[config.mk]
export PLATFORM = sky130hd
export DESIGN_NAME = sfr_front
export DESIGN_NICKNAME = d
export VERILOG_FILES = /design/src/verilog/sfr_pkg.sv /design/src/verilog/sfr_front.sv
export SDC_FILE = /design/constraint.sdc
export NUM_CORES = 1
export LEC_CHECK = 0
export BUFFER_PORTS_ARGS = -buffer_cell sky130_fd_sc_hd__buf_2
export CAP_MARGIN = 20
export CORE_AREA = 5 5 117 119
export CTS_CLUSTER_SIZE = 8
export DETAILED_ROUTE_END_ITERATION = 6
export DIE_AREA = 0 0 122 124
export PLACE_DENSITY = 0.76
export SLEW_MARGIN = 20
export SYNTH_ARGS = -nofsm -noshare
export SYNTH_HDL_FRONTEND = slang
export SYNTH_SLANG_ARGS = --single-unit
[constraint.sdc]
create_clock -name clk -period 2.1 [get_ports clk]
set_input_delay 0.315 -clock clk [delete_from_list [all_inputs] [get_ports clk]]
set_output_delay 0.315 -clock clk [all_outputs]
set_load 0.02 [all_outputs]
[src/verilog/sfr_pkg.sv]
// Constants for the serial flash command and read front end.
package sfr_pkg;
  localparam int ADDR_W = 21;
  localparam logic [7:0] OP_READ_FAST  = 8'h1b;
  localparam logic [7:0] OP_READ_STD   = 8'h0b;
  localparam logic [7:0] OP_READ_SLOW  = 8'h03;
  localparam logic [7:0] OP_READ_DUAL  = 8'h3b;
  localparam logic [7:0] OP_PAGE_PROG  = 8'h02;
  localparam logic [7:0] OP_DUAL_PROG  = 8'ha2;
  localparam logic [7:0] OP_WR_STAT1   = 8'h01;
  localparam logic [7:0] OP_WR_STAT2   = 8'h31;
  localparam logic [7:0] OP_RD_STAT    = 8'h05;
  localparam logic [7:0] OP_OTP_READ   = 8'h77;
  localparam logic [7:0] OP_OTP_PROG   = 8'h9b;
  localparam logic [7:0] OP_RD_PROT    = 8'h3c;
  localparam logic [7:0] OP_RD_LOCK    = 8'h35;
  localparam logic [7:0] OP_LOCKDOWN   = 8'h33;
  localparam logic [7:0] OP_FREEZE     = 8'h34;
  localparam logic [7:0] OP_PROTECT    = 8'h36;
  localparam logic [7:0] OP_UNPROTECT  = 8'h39;
  localparam logic [7:0] OP_ERASE_4K   = 8'h20;
  localparam logic [7:0] OP_ERASE_32K  = 8'h52;
  localparam logic [7:0] OP_ERASE_64K  = 8'hd8;
  localparam logic [7:0] OP_CHIP_ER_A  = 8'h60;
  localparam logic [7:0] OP_CHIP_ER_B  = 8'hc7;
  localparam logic [7:0] OP_SUSPEND    = 8'hb0;
  localparam logic [7:0] OP_RESUME     = 8'hd0;
  localparam logic [7:0] OP_WR_EN      = 8'h06;
  localparam logic [7:0] OP_WR_DIS     = 8'h04;
  localparam logic [7:0] OP_SOFT_RESET = 8'hf0;
  localparam logic [7:0] OP_READ_ID    = 8'h9f;
  localparam logic [7:0] OP_POWER_DOWN = 8'hb9;
  localparam logic [7:0] OP_POWER_UP   = 8'hab;
  localparam logic [2:0] BIT_LAST      = 3'h7;
  localparam logic [1:0] ADDR_BYTES    = 2'h3;
  localparam logic [1:0] DUMMY_NONE    = 2'h0;
  localparam logic [1:0] DUMMY_ONE     = 2'h1;
  localparam logic [1:0] DUMMY_TWO     = 2'h2;
  localparam logic [2:0] IDLE_LEN      = 3'h0;
  localparam logic [2:0] ID_MAX_BYTES  = 3'h4;
  typedef enum logic [2:0] {
    SFR_SETUP_IDLE,
    SFR_SETUP_OPCODE,
    SFR_SETUP_ADDR,
    SFR_SETUP_DUMMY,
    SFR_SETUP_DATA,
    SFR_SETUP_IGNORE
  } sfr_phase_e;
  typedef enum logic [2:0] {
    SFR_KIND_NONE,
    SFR_KIND_READ,
    SFR_KIND_DUAL,
    SFR_KIND_WRITE,
    SFR_KIND_AUX_RD,
    SFR_KIND_BARE
  } sfr_kind_e;
endpackage

[src/verilog/sfr_front.sv]
// Command decoder and array read engine of a serial flash behind an SPI pin set.
`timescale 1ns/100ps
// Operation
// - Fast read takes three address, two dummy bytes.
// - Standard read takes one dummy byte.
// - Slow read has no dummy bytes.
// - Address counter advances for continuous stream.
// - Single read drives output MSB first.
// - Top address wraps to zero without delay.
// - Chip select high floats output at once.
// - Dual read: opcode, address, one dummy byte.
// - Dual read sends two bits per clock.
// - Chip select high floats both data lines.
// - Page program: address, no dummy, data.
// - Status byte one write: one data byte.
// - Security area read: address, two dummies.
// - Security area program: address, no dummy.
// - Protection read: address, no dummy, data.
// - Lockdown read: address, no dummy, data.
// - Freeze lockdown: address, one data byte.
// - Identification read returns one to four bytes; the code floats the output after the MSB of the fourth.
// - Power down and wake are bare opcodes.
// - Unknown opcode ignored until chip select cycles.
// - Early chip select rise returns to idle.
// - Address MSB first, top three bits ignored.
// - Sample on rising, change on falling edge.
module sfr_front #(
  parameter int ADDR_W = sfr_pkg::ADDR_W
) (
  // Clock, enable and reset.
  input  wire logic              clk,
  input  wire logic              rst_b,
  input  wire logic              clk_en,
  // SPI pins from the master.
  input  wire logic              cs_b_pin,
  input  wire logic              sck_pin,
  input  wire logic              si_pin,
  // Serial output pin.
  output logic                   so_out,
  output logic                   so_oe,
  // Second data line, input during commands and output in dual read.
  output logic                   second_data_line_out,
  output logic                   second_data_line_oe,
  // Array read port; data for the address must be valid one clock after.
  output logic [ADDR_W-1:0]      array_addr,
  input  wire logic [7:0]        array_data,
  // Decoded command towards the rest of the device.
  output logic [7:0]             cmd_opcode,
  output logic [23:0]            cmd_addr,
  output logic                   cmd_start,
  output logic [7:0]             cmd_wdata,
  output logic                   cmd_wvalid,
  output logic                   cmd_end,
  // Byte to shift out for register style reads (status, id, security, protection, lockdown).
  input  wire logic [7:0]        aux_rdata,
  output logic                   aux_rnext
);

  // Three-stage pin synchronisers; for chip select and clock, stages 1 and 2 must agree before a level is taken.
  logic [2:0] cs_sync_ff;
  logic [2:0] sck_sync_ff;
  logic [2:0] si_sync_ff;
  logic       cs_b_ff;
  logic       sck_ff;

  always_ff @(posedge clk or negedge rst_b) begin
    if (!rst_b) begin
      cs_sync_ff  <= 3'h7;
      sck_sync_ff <= 3'h0;
      si_sync_ff  <= 3'h0;
      cs_b_ff     <= 1'b1;
      sck_ff      <= 1'b0;
    end else if (clk_en) begin
      cs_sync_ff  <= {cs_sync_ff[1:0], cs_b_pin};
      sck_sync_ff <= {sck_sync_ff[1:0], sck_pin};
      si_sync_ff  <= {si_sync_ff[1:0], si_pin};
      if (cs_sync_ff[1] == cs_sync_ff[2]) begin
        cs_b_ff <= cs_sync_ff[2];
      end
      if (sck_sync_ff[1] == sck_sync_ff[2]) begin
        sck_ff <= sck_sync_ff[2];
      end
    end
  end

  logic sck_rise;
  logic sck_fall;
  logic sel;
  logic desel;
  logic si_bit;

  // Clock edges are judged on the filtered copy so a glitch counts once.
  assign sel      = !cs_b_ff;
  assign sck_rise = sel && (sck_sync_ff[1] == sck_sync_ff[2]) && sck_sync_ff[2] && !sck_ff;
  assign sck_fall = sel && (sck_sync_ff[1] == sck_sync_ff[2]) && !sck_sync_ff[2] && sck_ff;
  assign desel    = (cs_sync_ff[1] == cs_sync_ff[2]) && cs_sync_ff[2];
  assign si_bit   = si_sync_ff[2];

  // Dummy byte count for an opcode; any opcode not listed gets none.
  function automatic logic [1:0] dummy_of(input logic [7:0] op);
    unique case (op)
      sfr_pkg::OP_READ_FAST, sfr_pkg::OP_OTP_READ: dummy_of = sfr_pkg::DUMMY_TWO;
      sfr_pkg::OP_READ_STD, sfr_pkg::OP_READ_DUAL: dummy_of = sfr_pkg::DUMMY_ONE;
      default:                                       dummy_of = sfr_pkg::DUMMY_NONE;
    endcase
  endfunction

  // Whether an opcode is followed by three address bytes.
  function automatic logic has_addr(input logic [7:0] op);
    case (op)
      sfr_pkg::OP_READ_FAST, sfr_pkg::OP_READ_STD, sfr_pkg::OP_READ_SLOW,
      sfr_pkg::OP_READ_DUAL, sfr_pkg::OP_PAGE_PROG, sfr_pkg::OP_DUAL_PROG,
      sfr_pkg::OP_OTP_READ, sfr_pkg::OP_OTP_PROG, sfr_pkg::OP_RD_PROT,
      sfr_pkg::OP_RD_LOCK, sfr_pkg::OP_LOCKDOWN, sfr_pkg::OP_FREEZE,
      sfr_pkg::OP_PROTECT, sfr_pkg::OP_UNPROTECT, sfr_pkg::OP_ERASE_4K,
      sfr_pkg::OP_ERASE_32K, sfr_pkg::OP_ERASE_64K: has_addr = 1'b1;
      default: has_addr = 1'b0;
    endcase
  endfunction

  // Operation class of an opcode; an unsupported code maps to none.
  function automatic sfr_pkg::sfr_kind_e kind_of(input logic [7:0] op);
    case (op)
      sfr_pkg::OP_READ_FAST, sfr_pkg::OP_READ_STD,
      sfr_pkg::OP_READ_SLOW:                         kind_of = sfr_pkg::SFR_KIND_READ;
      sfr_pkg::OP_READ_DUAL:                         kind_of = sfr_pkg::SFR_KIND_DUAL;
      sfr_pkg::OP_PAGE_PROG, sfr_pkg::OP_DUAL_PROG, sfr_pkg::OP_OTP_PROG,
      sfr_pkg::OP_WR_STAT1, sfr_pkg::OP_WR_STAT2, sfr_pkg::OP_LOCKDOWN,
      sfr_pkg::OP_FREEZE, sfr_pkg::OP_SOFT_RESET:    kind_of = sfr_pkg::SFR_KIND_WRITE;
      sfr_pkg::OP_OTP_READ, sfr_pkg::OP_RD_PROT, sfr_pkg::OP_RD_LOCK,
      sfr_pkg::OP_RD_STAT, sfr_pkg::OP_READ_ID:      kind_of = sfr_pkg::SFR_KIND_AUX_RD;
      sfr_pkg::OP_ERASE_4K, sfr_pkg::OP_ERASE_32K, sfr_pkg::OP_ERASE_64K,
      sfr_pkg::OP_CHIP_ER_A, sfr_pkg::OP_CHIP_ER_B, sfr_pkg::OP_SUSPEND,
      sfr_pkg::OP_RESUME, sfr_pkg::OP_WR_EN, sfr_pkg::OP_WR_DIS,
      sfr_pkg::OP_PROTECT, sfr_pkg::OP_UNPROTECT,
      sfr_pkg::OP_POWER_DOWN, sfr_pkg::OP_POWER_UP:  kind_of = sfr_pkg::SFR_KIND_BARE;
      default:                                       kind_of = sfr_pkg::SFR_KIND_NONE;
    endcase
  endfunction

  sfr_pkg::sfr_phase_e phase_ff;
  sfr_pkg::sfr_kind_e  kind_ff;
  logic [2:0]          bit_cnt_ff;
  logic [1:0]          byte_cnt_ff;
  logic [7:0]          shift_ff;
  logic [ADDR_W-1:0]   addr_ff;
  logic [7:0]          out_byte_ff;
  logic [2:0]          id_cnt_ff;
  logic [7:0]          nxt_shift;
  logic                byte_done;
  logic                setup_last;
  logic [ADDR_W-1:0]   full_addr;

  assign nxt_shift = {shift_ff[6:0], si_bit};
  assign byte_done = sck_rise && (bit_cnt_ff == sfr_pkg::BIT_LAST);

  // The last address byte is still in the shifter when the address phase
  // ends, so the array address is built from it directly.
  assign full_addr = {cmd_addr[ADDR_W-9:0], nxt_shift};

  // True on the byte that completes opcode, address and dummies of a known
  // command, which is the moment the core may start acting on it.
  always_comb begin
    setup_last = 1'b0;
    if (byte_done) begin
      unique case (phase_ff)
        sfr_pkg::SFR_SETUP_OPCODE: begin
          setup_last = kind_of(nxt_shift) != sfr_pkg::SFR_KIND_NONE && !has_addr(nxt_shift);
        end
        sfr_pkg::SFR_SETUP_ADDR: begin
          setup_last = byte_cnt_ff == sfr_pkg::ADDR_BYTES - 2'h1
                       && dummy_of(cmd_opcode) == sfr_pkg::DUMMY_NONE;
        end
        sfr_pkg::SFR_SETUP_DUMMY: begin
          setup_last = byte_cnt_ff == dummy_of(cmd_opcode) - 2'h1;
        end
        default: begin
          setup_last = 1'b0;
        end
      endcase
    end
  end

  // Input framing: opcode, address, dummy, then data bytes.
  always_ff @(posedge clk or negedge rst_b) begin
    if (!rst_b) begin
      phase_ff    <= sfr_pkg::SFR_SETUP_IDLE;
      kind_ff     <= sfr_pkg::SFR_KIND_NONE;
      bit_cnt_ff  <= 3'h0;
      byte_cnt_ff <= 2'h0;
      shift_ff    <= 8'h0;
      cmd_opcode  <= 8'h0;
      cmd_addr    <= 24'h0;
    end else if (clk_en) begin
      // Any deselect abandons the frame, complete or not.
      if (desel) begin
        phase_ff    <= sfr_pkg::SFR_SETUP_IDLE;
        kind_ff     <= sfr_pkg::SFR_KIND_NONE;
        bit_cnt_ff  <= 3'h0;
        byte_cnt_ff <= 2'h0;
      end else begin
        if (phase_ff == sfr_pkg::SFR_SETUP_IDLE && sel) begin
          phase_ff <= sfr_pkg::SFR_SETUP_OPCODE;
        end
        if (sck_rise) begin
          bit_cnt_ff <= bit_cnt_ff + 3'h1;
          shift_ff   <= nxt_shift;
        end
        if (byte_done) begin
          unique case (phase_ff)
            sfr_pkg::SFR_SETUP_OPCODE: begin
              cmd_opcode  <= nxt_shift;
              kind_ff     <= kind_of(nxt_shift);
              byte_cnt_ff <= 2'h0;
              if (kind_of(nxt_shift) == sfr_pkg::SFR_KIND_NONE) begin
                phase_ff <= sfr_pkg::SFR_SETUP_IGNORE;
              end else if (has_addr(nxt_shift)) begin
                phase_ff <= sfr_pkg::SFR_SETUP_ADDR;
              end else begin
                phase_ff <= sfr_pkg::SFR_SETUP_DATA;
              end
            end
            sfr_pkg::SFR_SETUP_ADDR: begin
              cmd_addr    <= {cmd_addr[15:0], nxt_shift};
              byte_cnt_ff <= byte_cnt_ff + 2'h1;
              if (byte_cnt_ff == sfr_pkg::ADDR_BYTES - 2'h1) begin
                byte_cnt_ff <= 2'h0;
                phase_ff    <= (dummy_of(cmd_opcode) == sfr_pkg::DUMMY_NONE)
                               ? sfr_pkg::SFR_SETUP_DATA : sfr_pkg::SFR_SETUP_DUMMY;
              end
            end
            sfr_pkg::SFR_SETUP_DUMMY: begin
              byte_cnt_ff <= byte_cnt_ff + 2'h1;
              if (byte_cnt_ff == dummy_of(cmd_opcode) - 2'h1) begin
                phase_ff <= sfr_pkg::SFR_SETUP_DATA;
              end
            end
            default: ;
          endcase
        end
      end
    end
  end

  // Command strobes towards the device core.
  always_ff @(posedge clk or negedge rst_b) begin
    if (!rst_b) begin
      cmd_start  <= 1'b0;
      cmd_wdata  <= 8'h0;
      cmd_wvalid <= 1'b0;
      cmd_end    <= 1'b0;
    end else if (clk_en) begin
      cmd_start  <= !desel && setup_last;
      cmd_wvalid <= !desel && byte_done && phase_ff == sfr_pkg::SFR_SETUP_DATA
                    && kind_ff == sfr_pkg::SFR_KIND_WRITE;
      if (byte_done) begin
        cmd_wdata <= nxt_shift;
      end
      // A deselect only counts as an end once a known opcode was taken.
      cmd_end    <= desel && phase_ff != sfr_pkg::SFR_SETUP_IDLE
                    && phase_ff != sfr_pkg::SFR_SETUP_OPCODE
                    && phase_ff != sfr_pkg::SFR_SETUP_IGNORE;
    end
  end

  logic rd_phase;
  logic dual;
  logic aux;
  logic [7:0] src_byte;
  logic id_done;
  assign rd_phase = phase_ff == sfr_pkg::SFR_SETUP_DATA;
  assign dual     = kind_ff == sfr_pkg::SFR_KIND_DUAL;
  assign aux      = kind_ff == sfr_pkg::SFR_KIND_AUX_RD;
  // Register style reads take their byte from outside, array reads from the array.
  assign src_byte = aux ? aux_rdata : array_data;
  // The identification read drives three bytes and the MSB of the fourth; past that the pin floats.
  assign id_done  = aux && cmd_opcode == sfr_pkg::OP_READ_ID
                    && id_cnt_ff == sfr_pkg::ID_MAX_BYTES;

  // Output byte, address counter and output pins. The address is loaded
  // when the last setup byte lands, so the array has a clock to answer
  // before the first falling edge.
  always_ff @(posedge clk or negedge rst_b) begin
    if (!rst_b) begin
      addr_ff              <= '0;
      out_byte_ff          <= 8'h0;
      id_cnt_ff            <= sfr_pkg::IDLE_LEN;
      so_out               <= 1'b0;
      so_oe                <= 1'b0;
      second_data_line_out <= 1'b0;
      second_data_line_oe  <= 1'b0;
      aux_rnext            <= 1'b0;
    end else if (clk_en) begin
      // The request for the next register byte is a one-cycle pulse.
      aux_rnext <= 1'b0;
      if (desel || !rd_phase) begin
        so_oe               <= 1'b0;
        second_data_line_oe <= 1'b0;
        id_cnt_ff           <= sfr_pkg::IDLE_LEN;
        if (byte_done && phase_ff == sfr_pkg::SFR_SETUP_ADDR) begin
          addr_ff <= full_addr;
        end else begin
          addr_ff <= cmd_addr[ADDR_W-1:0];
        end
      end else if (sck_fall) begin
        if (kind_ff == sfr_pkg::SFR_KIND_READ || aux) begin
          so_oe <= !id_done;
          if (bit_cnt_ff == 3'h0) begin
            so_out      <= src_byte[7];
            out_byte_ff <= {src_byte[6:0], 1'b0};
            addr_ff     <= addr_ff + 1'b1;
            aux_rnext   <= aux;
            if (id_cnt_ff != sfr_pkg::ID_MAX_BYTES) begin
              id_cnt_ff <= id_cnt_ff + 3'h1;
            end
          end else begin
            so_out      <= out_byte_ff[7];
            out_byte_ff <= {out_byte_ff[6:0], 1'b0};
          end
        end else if (dual) begin
          so_oe               <= 1'b1;
          second_data_line_oe <= 1'b1;
          // In dual mode bit_cnt_ff steps by one per clock; two low bits pick the pair.
          if (bit_cnt_ff[1:0] == 2'h0) begin
            so_out               <= array_data[7];
            second_data_line_out <= array_data[6];
            out_byte_ff          <= {array_data[5:0], 2'h0};
            addr_ff              <= addr_ff + 1'b1;
          end else begin
            so_out               <= out_byte_ff[7];
            second_data_line_out <= out_byte_ff[6];
            out_byte_ff          <= {out_byte_ff[5:0], 2'h0};
          end
        end
      end
    end
  end

  // Wrap is natural: the counter is exactly as wide as the array.
  assign array_addr = addr_ff;

endmodule

==> impl_metrics.py, run 1 <==
metrics = {
    "pwr": {
        "powerDensity_nw_per_um2": 747,
        "vdd_drop_max_mv": 0.604,
        "power.leakage_nw": 3.75,
    },
    "synth": {
        "ys.flop_type": "dfrtp_1",
        "async_flop_share": 1.00,
        "synth_edf_count": 0,
        "synth-warning-count": 0,
        "seq_area_frac_synth": 0.420,
        "synthesis.area_um2": 6440,
        "synth-seq-cells": 108,
        "synthCells": 652,
        "synth_largest_area_cell": "dfrtp_1",
        "yosys-top-cells-area": "dfrtp_1, mux2_2, nand2_1",
        "synth_area_per_cell_um2": 9.88,
        "synth_top_area_share": 0.404,
        "ys_types": 77,
        "syn-num-nets": 685,
    },
    "placement": {
        "gp_congestion": 0.875,
        "hpwlAfterDp_um": 12200,
        "io_buffers": 90,
        "placed_area_um2": 7420,
    },
    "global_route": {
        "grt_pass1_wl_um": 27400,
        "grt_antenna_before_repair": 0,
        "grt_pass1_vias": 5325,
        "grt_use_met2": 0.372,
        "grt_max_degree": 60,
        "grt_util_met1": 0.315,
        "grtUsageMet3": 0.0377,
        "overflow": 0,
        "top_usage_layer": "met2",
        "grt_use_total": 0.227,
    },
    "floorplanning": {
        "core_um2": 12500,
        "die_y_um": 124,
        "placementRows": 41,
        "die_w_um": 122,
        "io_pins": 91,
        "dieArea_um2": 15100,
        "start_util": 0.517,
    },
    "cts": {
        "clock_latency_ns": 0.36,
        "numCtsBuffers": 9,
        "clk_pin_slew_ns": 0.07,
        "clockBufferDepth": 2,
        "htree_num_levels": 3,
        "clockRootBuffer": "clkbuf_16",
        "cts_tree": "done",
        "cts.sinks": 108,
    },
    "cells_and_area": {
        "area_growth_pct": 21.1,
        "final_cell_mix": "dfrtp_1, buf_2, nand2_1, buf_4, mux2_2",
        "final_util": 0.626,
        "layout.nets": 802,
        "design_area_um2": 7800,
        "antennaDiodeCount": 0,
        "final_common_cell": "dfrtp_1",
        "final_layout_size_suffix_gt1_frac": 0.341,
    },
    "worst_setup_path": {
        "r2r_start": "cmd_opcode[5]$_DFFE_PN0P_",
        "arrival_ns": 2.48,
        "r2r-end": "phase_ff[1]$_DFFE_PN0P_",
        "cp.required_ns": 2.39,
        "cp-start-kind": "register",
        "cp-end-kind": "register",
        "r2r_slack_ns": -0.08,
        "cp_max_fo": 3,
        "path_class": "register to register",
        "rr_worst_depth": 10,
    },
    "detailed_routing": {
        "postRouteAntennaNets": 0,
        "vias": 5474,
        "routedWlPerCell_um": 17.3,
        "drtPass1Iterations": 5,
        "initialDrtViolationCount": 471,
        "drc": 0,
        "drt-vias-per-instance": 5.79,
        "drt_wl_total_um": 16400,
    },
    "timing": {
        "relSlewSlack": 0.626,
        "period_needed_ns": 2.18,
        "finalSetupTns_ns": -0.237,
        "clock.fmax_ghz": 0.458,
        "maxSlewViolCount": 0,
        "setup_viol": 4,
        "worst_hold_slack_ns": 0.194,
        "worst_slew_pin_slew_ns": 0.556,
        "fin_ws_ns": -0.0844,
        "rsz0062_at_grt": "yes",
        "post-route-period-util": 1.04,
        "hold_viol": 0,
        "fin_skew_ns": 0.00979,
    },
    "outcome": {
        "status": "complete, but fails checks",
        "violations": "negative setup slack",
    },
    "hold_path": {
        "min_path_cells": 2,
        "hp-class": "input pin to register",
        "min_from": "cs_b_pin",
        "min_to": "cs_sync_ff[0]$_DFFE_PN1P_",
    },
    "job": {
        "drv_cap": 0,
    },
}
sequential cells by signal, indices dropped and copies added, names as in the netlist, 7 cells and up:
name         flops
out_byte_ff      7
cmd_addr        24
shift_ff         7
cmd_opcode       8
array_addr      21
cmd_wdata        8
metrics by stage:
| step | setup slack [ns] | total power, mW | std cells |
|---|---|---|---|
| finish | -0.0844 | 5.82 | 946 |
| global route | -0.322 | 6.13 | 946 |
| CTS | -0.0867 | 5.86 | 943 |
| detailed placement | -0.104 | 4.11 | 925 |
| global placement | -0.0558 | 4.04 | 925 |
| floorplan | -0.148 | 3.55 | 652 |
Yosys cell counts (14+ instances only):
library cell,number
dfrtp_1,104
nand2_1,86
mux2_2,46
nor2_1,42
o21ai_0,41
a21oi_1,35
buf_2,24
nand3_1,19
inv_1,17
mux2i_1,15
clkbuf_1,14
power breakdown:
part,total (mW),internal [mW],leakage [nW],switching [mW]
Sequential,2.49,2.23,1.44,0.251
Clock,1.74,0.986,0.149,0.751
Combinational,1.60,0.765,2.15,0.835
repair_timing:
item                                    4_1_cts  5_1_grt
gates resized for setup                       2        7
endpoints found under the hold margin        21        0
pin swaps                                     3        2
hold buffers                                  1        0
buffers inserted                              1        3
gates cloned                                  0        0
endpoints found under the setup margin        4        6
cells by family (layout without fill, tap and decap cells):
kind of cell               after synthesis  after routing  share of synthesized area
AOI/OAI and AO/OA                      139            139                      0.142
xor gates and xnor gates                 7              7                     0.0107
adders and majority gates               11             11                     0.0214
buffers and inverters                   70            192                     0.0557
DFF                                    108            108                      0.420
muxes                                   78             78                      0.136
and+or+nand+nor                        239            239                      0.214
layout make-up:
type	count	area [um2]
inverters	18	70.1
clock inverters	4	47.5
multi-input cells	474	3420
repair buffers	158	1080
flip-flops and latches	108	2710
fillers	1071	4670
well taps	172	215
clock buffers	12	256
critical path: stages, from the launching register on:
cell	delay (ns)
dfrtp_2	0.42
xor2_2	0.19
nor4b_4	0.30
inv_1	0.07
ha_1	0.30
xor2_2	0.17
nand4_1	0.08
mux2i_1	0.07
a41o_1	0.23
o21ai_2	0.14
o211a_1	0.15
how the worst max path moves through the flow:
stage / start / to / slack [ns] / cells after the start
after CTS: cmd_opcode[5]$_DFFE_PN0P_ / phase_ff[1]$_DFFE_PN0P_ / -0.09 / 10
after global routing: cmd_opcode[2]$_DFFE_PN0P_ / phase_ff[1]$_DFFE_PN0P_ / -0.32 / 10
after global placement: cmd_opcode[5]$_DFFE_PN0P_ / phase_ff[1]$_DFFE_PN0P_ / -0.06 / 10
after detailed placement: cmd_opcode[5]$_DFFE_PN0P_ / phase_ff[1]$_DFFE_PN0P_ / -0.10 / 10
after floorplan: cmd_opcode[5]$_DFFE_PN0P_ / phase_ff[1]$_DFFE_PN0P_ / -0.15 / 10
final: cmd_opcode[5]$_DFFE_PN0P_ / phase_ff[1]$_DFFE_PN0P_ / -0.08 / 10
metal layers:
layer	share of wire	routed length (um)
met5	0	0
met1	0.45	7320
met2	0.49	8070
met3	0.050	821
met4	0.011	183
(Power assumes the default switching activity.)
==> run 2: changes to the inputs <==
--- a/config.mk
+++ b/config.mk
@@ -12,6 +12,7 @@
 export DETAILED_ROUTE_END_ITERATION = 6
 export DIE_AREA = 0 0 122 124
 export PLACE_DENSITY = 0.76
+export SKIP_LAST_GASP = 1
 export SLEW_MARGIN = 20
 export SYNTH_ARGS = -nofsm -noshare
 export SYNTH_HDL_FRONTEND = slang
==> impl_metrics.py, run 2 (same netlist as run 1, synthesis figures left out) <==
metrics = {
    "cts": {
        "clockBufferDepth": 2,
        "cts.sinks": 108,
        "clk_pin_slew_ns": 0.07,
        "numCtsBuffers": 9,
        "clockRootBuffer": "clkbuf_16",
        "htree_num_levels": 3,
        "clock_latency_ns": 0.36,
        "cts_tree": "done",
    },
    "global_route": {
        "grt_max_degree": 60,
        "grt_pass1_vias": 5325,
        "grt_antenna_before_repair": 0,
        "overflow": 0,
        "grt_use_total": 0.227,
        "grt_pass1_wl_um": 27400,
    },
    "worst_setup_path": {
        "crit_chain": "xor2_2 > nor4b_4 > inv_1 > ha_1 > xor2_2 > nand4_1 > mux2i_1 > a41o_1 > o21ai_2 > o211a_1",
        "cp_max_fo": 3,
        "critPathBufInv": 1,
        "r2r_slack_ns": -0.08,
        "cp_top_family": "compound AO/OA/AOI/OAI gates",
        "rr_worst_depth": 10,
        "crit_slowest_cell": "dfrtp_2",
        "crit_path_max_incr_delay_ns": 0.42,
        "endpoint": "phase_ff[1]$_DFFE_PN0P_",
        "r2r_start": "cmd_opcode[5]$_DFFE_PN0P_",
        "cp.required_ns": 2.40,
        "cp.depth": 10,
        "arrival_ns": 2.48,
        "critPathLaunch": "cmd_opcode[5]$_DFFE_PN0P_",
        "r2r-end": "phase_ff[1]$_DFFE_PN0P_",
        "cp-start-kind": "register",
        "cpMostUsedCell": "xor2_2",
        "cp-end-kind": "register",
        "path_class": "register to register",
    },
    "timing": {
        "setup_viol": 4,
        "rsz0062_at_grt": "yes",
        "worst_hold_slack_ns": 0.192,
        "finalSetupTns_ns": -0.251,
        "relSlewSlack": 0.633,
        "fin_skew_ns": 0.0100,
        "post-route-period-util": 1.04,
        "maxSlewViolCount": 0,
        "clock.fmax_ghz": 0.458,
        "period_needed_ns": 2.18,
        "fin_ws_ns": -0.0814,
        "hold_viol": 0,
        "worst_slew_pin_slew_ns": 0.545,
    },
    "detailed_routing": {
        "routedWlPerCell_um": 17.3,
        "vias": 5411,
        "drtPass1Iterations": 6,
        "initialDrtViolationCount": 471,
        "postRouteAntennaNets": 0,
        "drc": 0,
        "drt_wl_total_um": 16400,
        "drt-vias-per-instance": 5.72,
    },
    "floorplanning": {
        "start_util": 0.517,
        "die_w_um": 122,
        "die_y_um": 124,
        "core_um2": 12500,
        "placementRows": 41,
        "dieArea_um2": 15100,
        "io_pins": 91,
    },
    "placement": {
        "hpwlAfterDp_um": 12200,
        "io_buffers": 90,
        "placed_area_um2": 7420,
        "gp_congestion": 0.875,
        "placed_cells": 925,
        "place_ws_ns": -0.104,
    },
    "pwr": {
        "powerDensity_nw_per_um2": 747,
        "vdd_drop_max_mv": 0.605,
        "power.leakage_nw": 3.75,
        "finalPower_mw": 5.82,
    },
    "hold_path": {
        "hp-class": "input pin to register",
    },
    "cells_and_area": {
        "area_growth_pct": 21.0,
        "stdcell_count": 946,
        "final_cell_mix": "dfrtp_1, buf_2, nand2_1, buf_4, mux2_2",
        "final_util": 0.625,
        "largest_reg_flops": 24,
        "antennaDiodeCount": 0,
        "n_fill_cell": 1073,
        "largest-register": "cmd_addr",
        "final_common_cell": "dfrtp_1",
        "layout.nets": 802,
        "design_area_um2": 7790,
        "final_layout_size_suffix_gt1_frac": 0.339,
    },
    "outcome": {
        "violations": "negative setup slack",
        "status": "complete, but fails checks",
    },
    "job": {
        "drv_cap": 0,
    },
}
[run 2: worst min-delay path by stage]
stage               startpoint                          to  slack, ns  cells after the start
floorplan                rst_b   array_addr[0]$_DFFE_PN0P_       0.02                      0
detailed placement       rst_b  byte_cnt_ff[1]$_DFFE_PN0P_       0.23                      1
global placement         rst_b   si_sync_ff[0]$_DFFE_PN0P_       0.22                      1
finish                cs_b_pin   cs_sync_ff[0]$_DFFE_PN1P_       0.19                      2
global route            si_pin   si_sync_ff[0]$_DFFE_PN0P_       0.19                      2
CTS                    sck_pin  sck_sync_ff[0]$_DFFE_PN0P_       0.19                      2
[run 2: timing repair]
action                                  4_1_cts  5_1_grt
gates resized for setup                       2        5
pin swaps                                     3        2
hold buffers                                  1        0
cloned                                        0        0
endpoints found under the setup margin        4        6
hold endpoints to repair                     21        0
buffers inserted                              1        3
[run 2: routing by layer]
layer | up-vias | GRT usage | routed length (um) | share of wire
met5 | - | 0 | 0 | 0
met4 | 0 | 0.0595 | 204 | 0.012
met3 | 18 | 0.0377 | 799 | 0.049
met2 | 117 | 0.372 | 8060 | 0.49
met1 | 2670 | 0.315 | 7330 | 0.45
li1 | 2606 | - | - | -
[run 2: worst register-to-register path, stage by stage (launching register included)]
cell     delay (ns)
dfrtp_2        0.42
xor2_2         0.19
nor4b_4        0.30
inv_1          0.07
ha_1           0.31
xor2_2         0.17
nand4_1        0.08
mux2i_1        0.07
a41o_1         0.23
o21ai_2        0.13
o211a_1        0.15
[run 2: power breakdown]
part	leakage (nW)	internal [mW]	total (mW)	switching, mW
sequential	1.44	2.23	2.48	0.251
clock	0.149	0.986	1.74	0.753
combinational	2.15	0.765	1.60	0.834
[run 2: cell type report]
type	count	area [um2]	area share
Multi-Input combinational cell	474	3410	0.438
Sequential cell	108	2710	0.348
Timing Repair Buffer	158	1080	0.139
Clock buffer	12	256	0.0329
Tap cell	172	215	0.0276
Inverter	18	70.1	0.00899
Clock inverter	4	47.5	0.00610
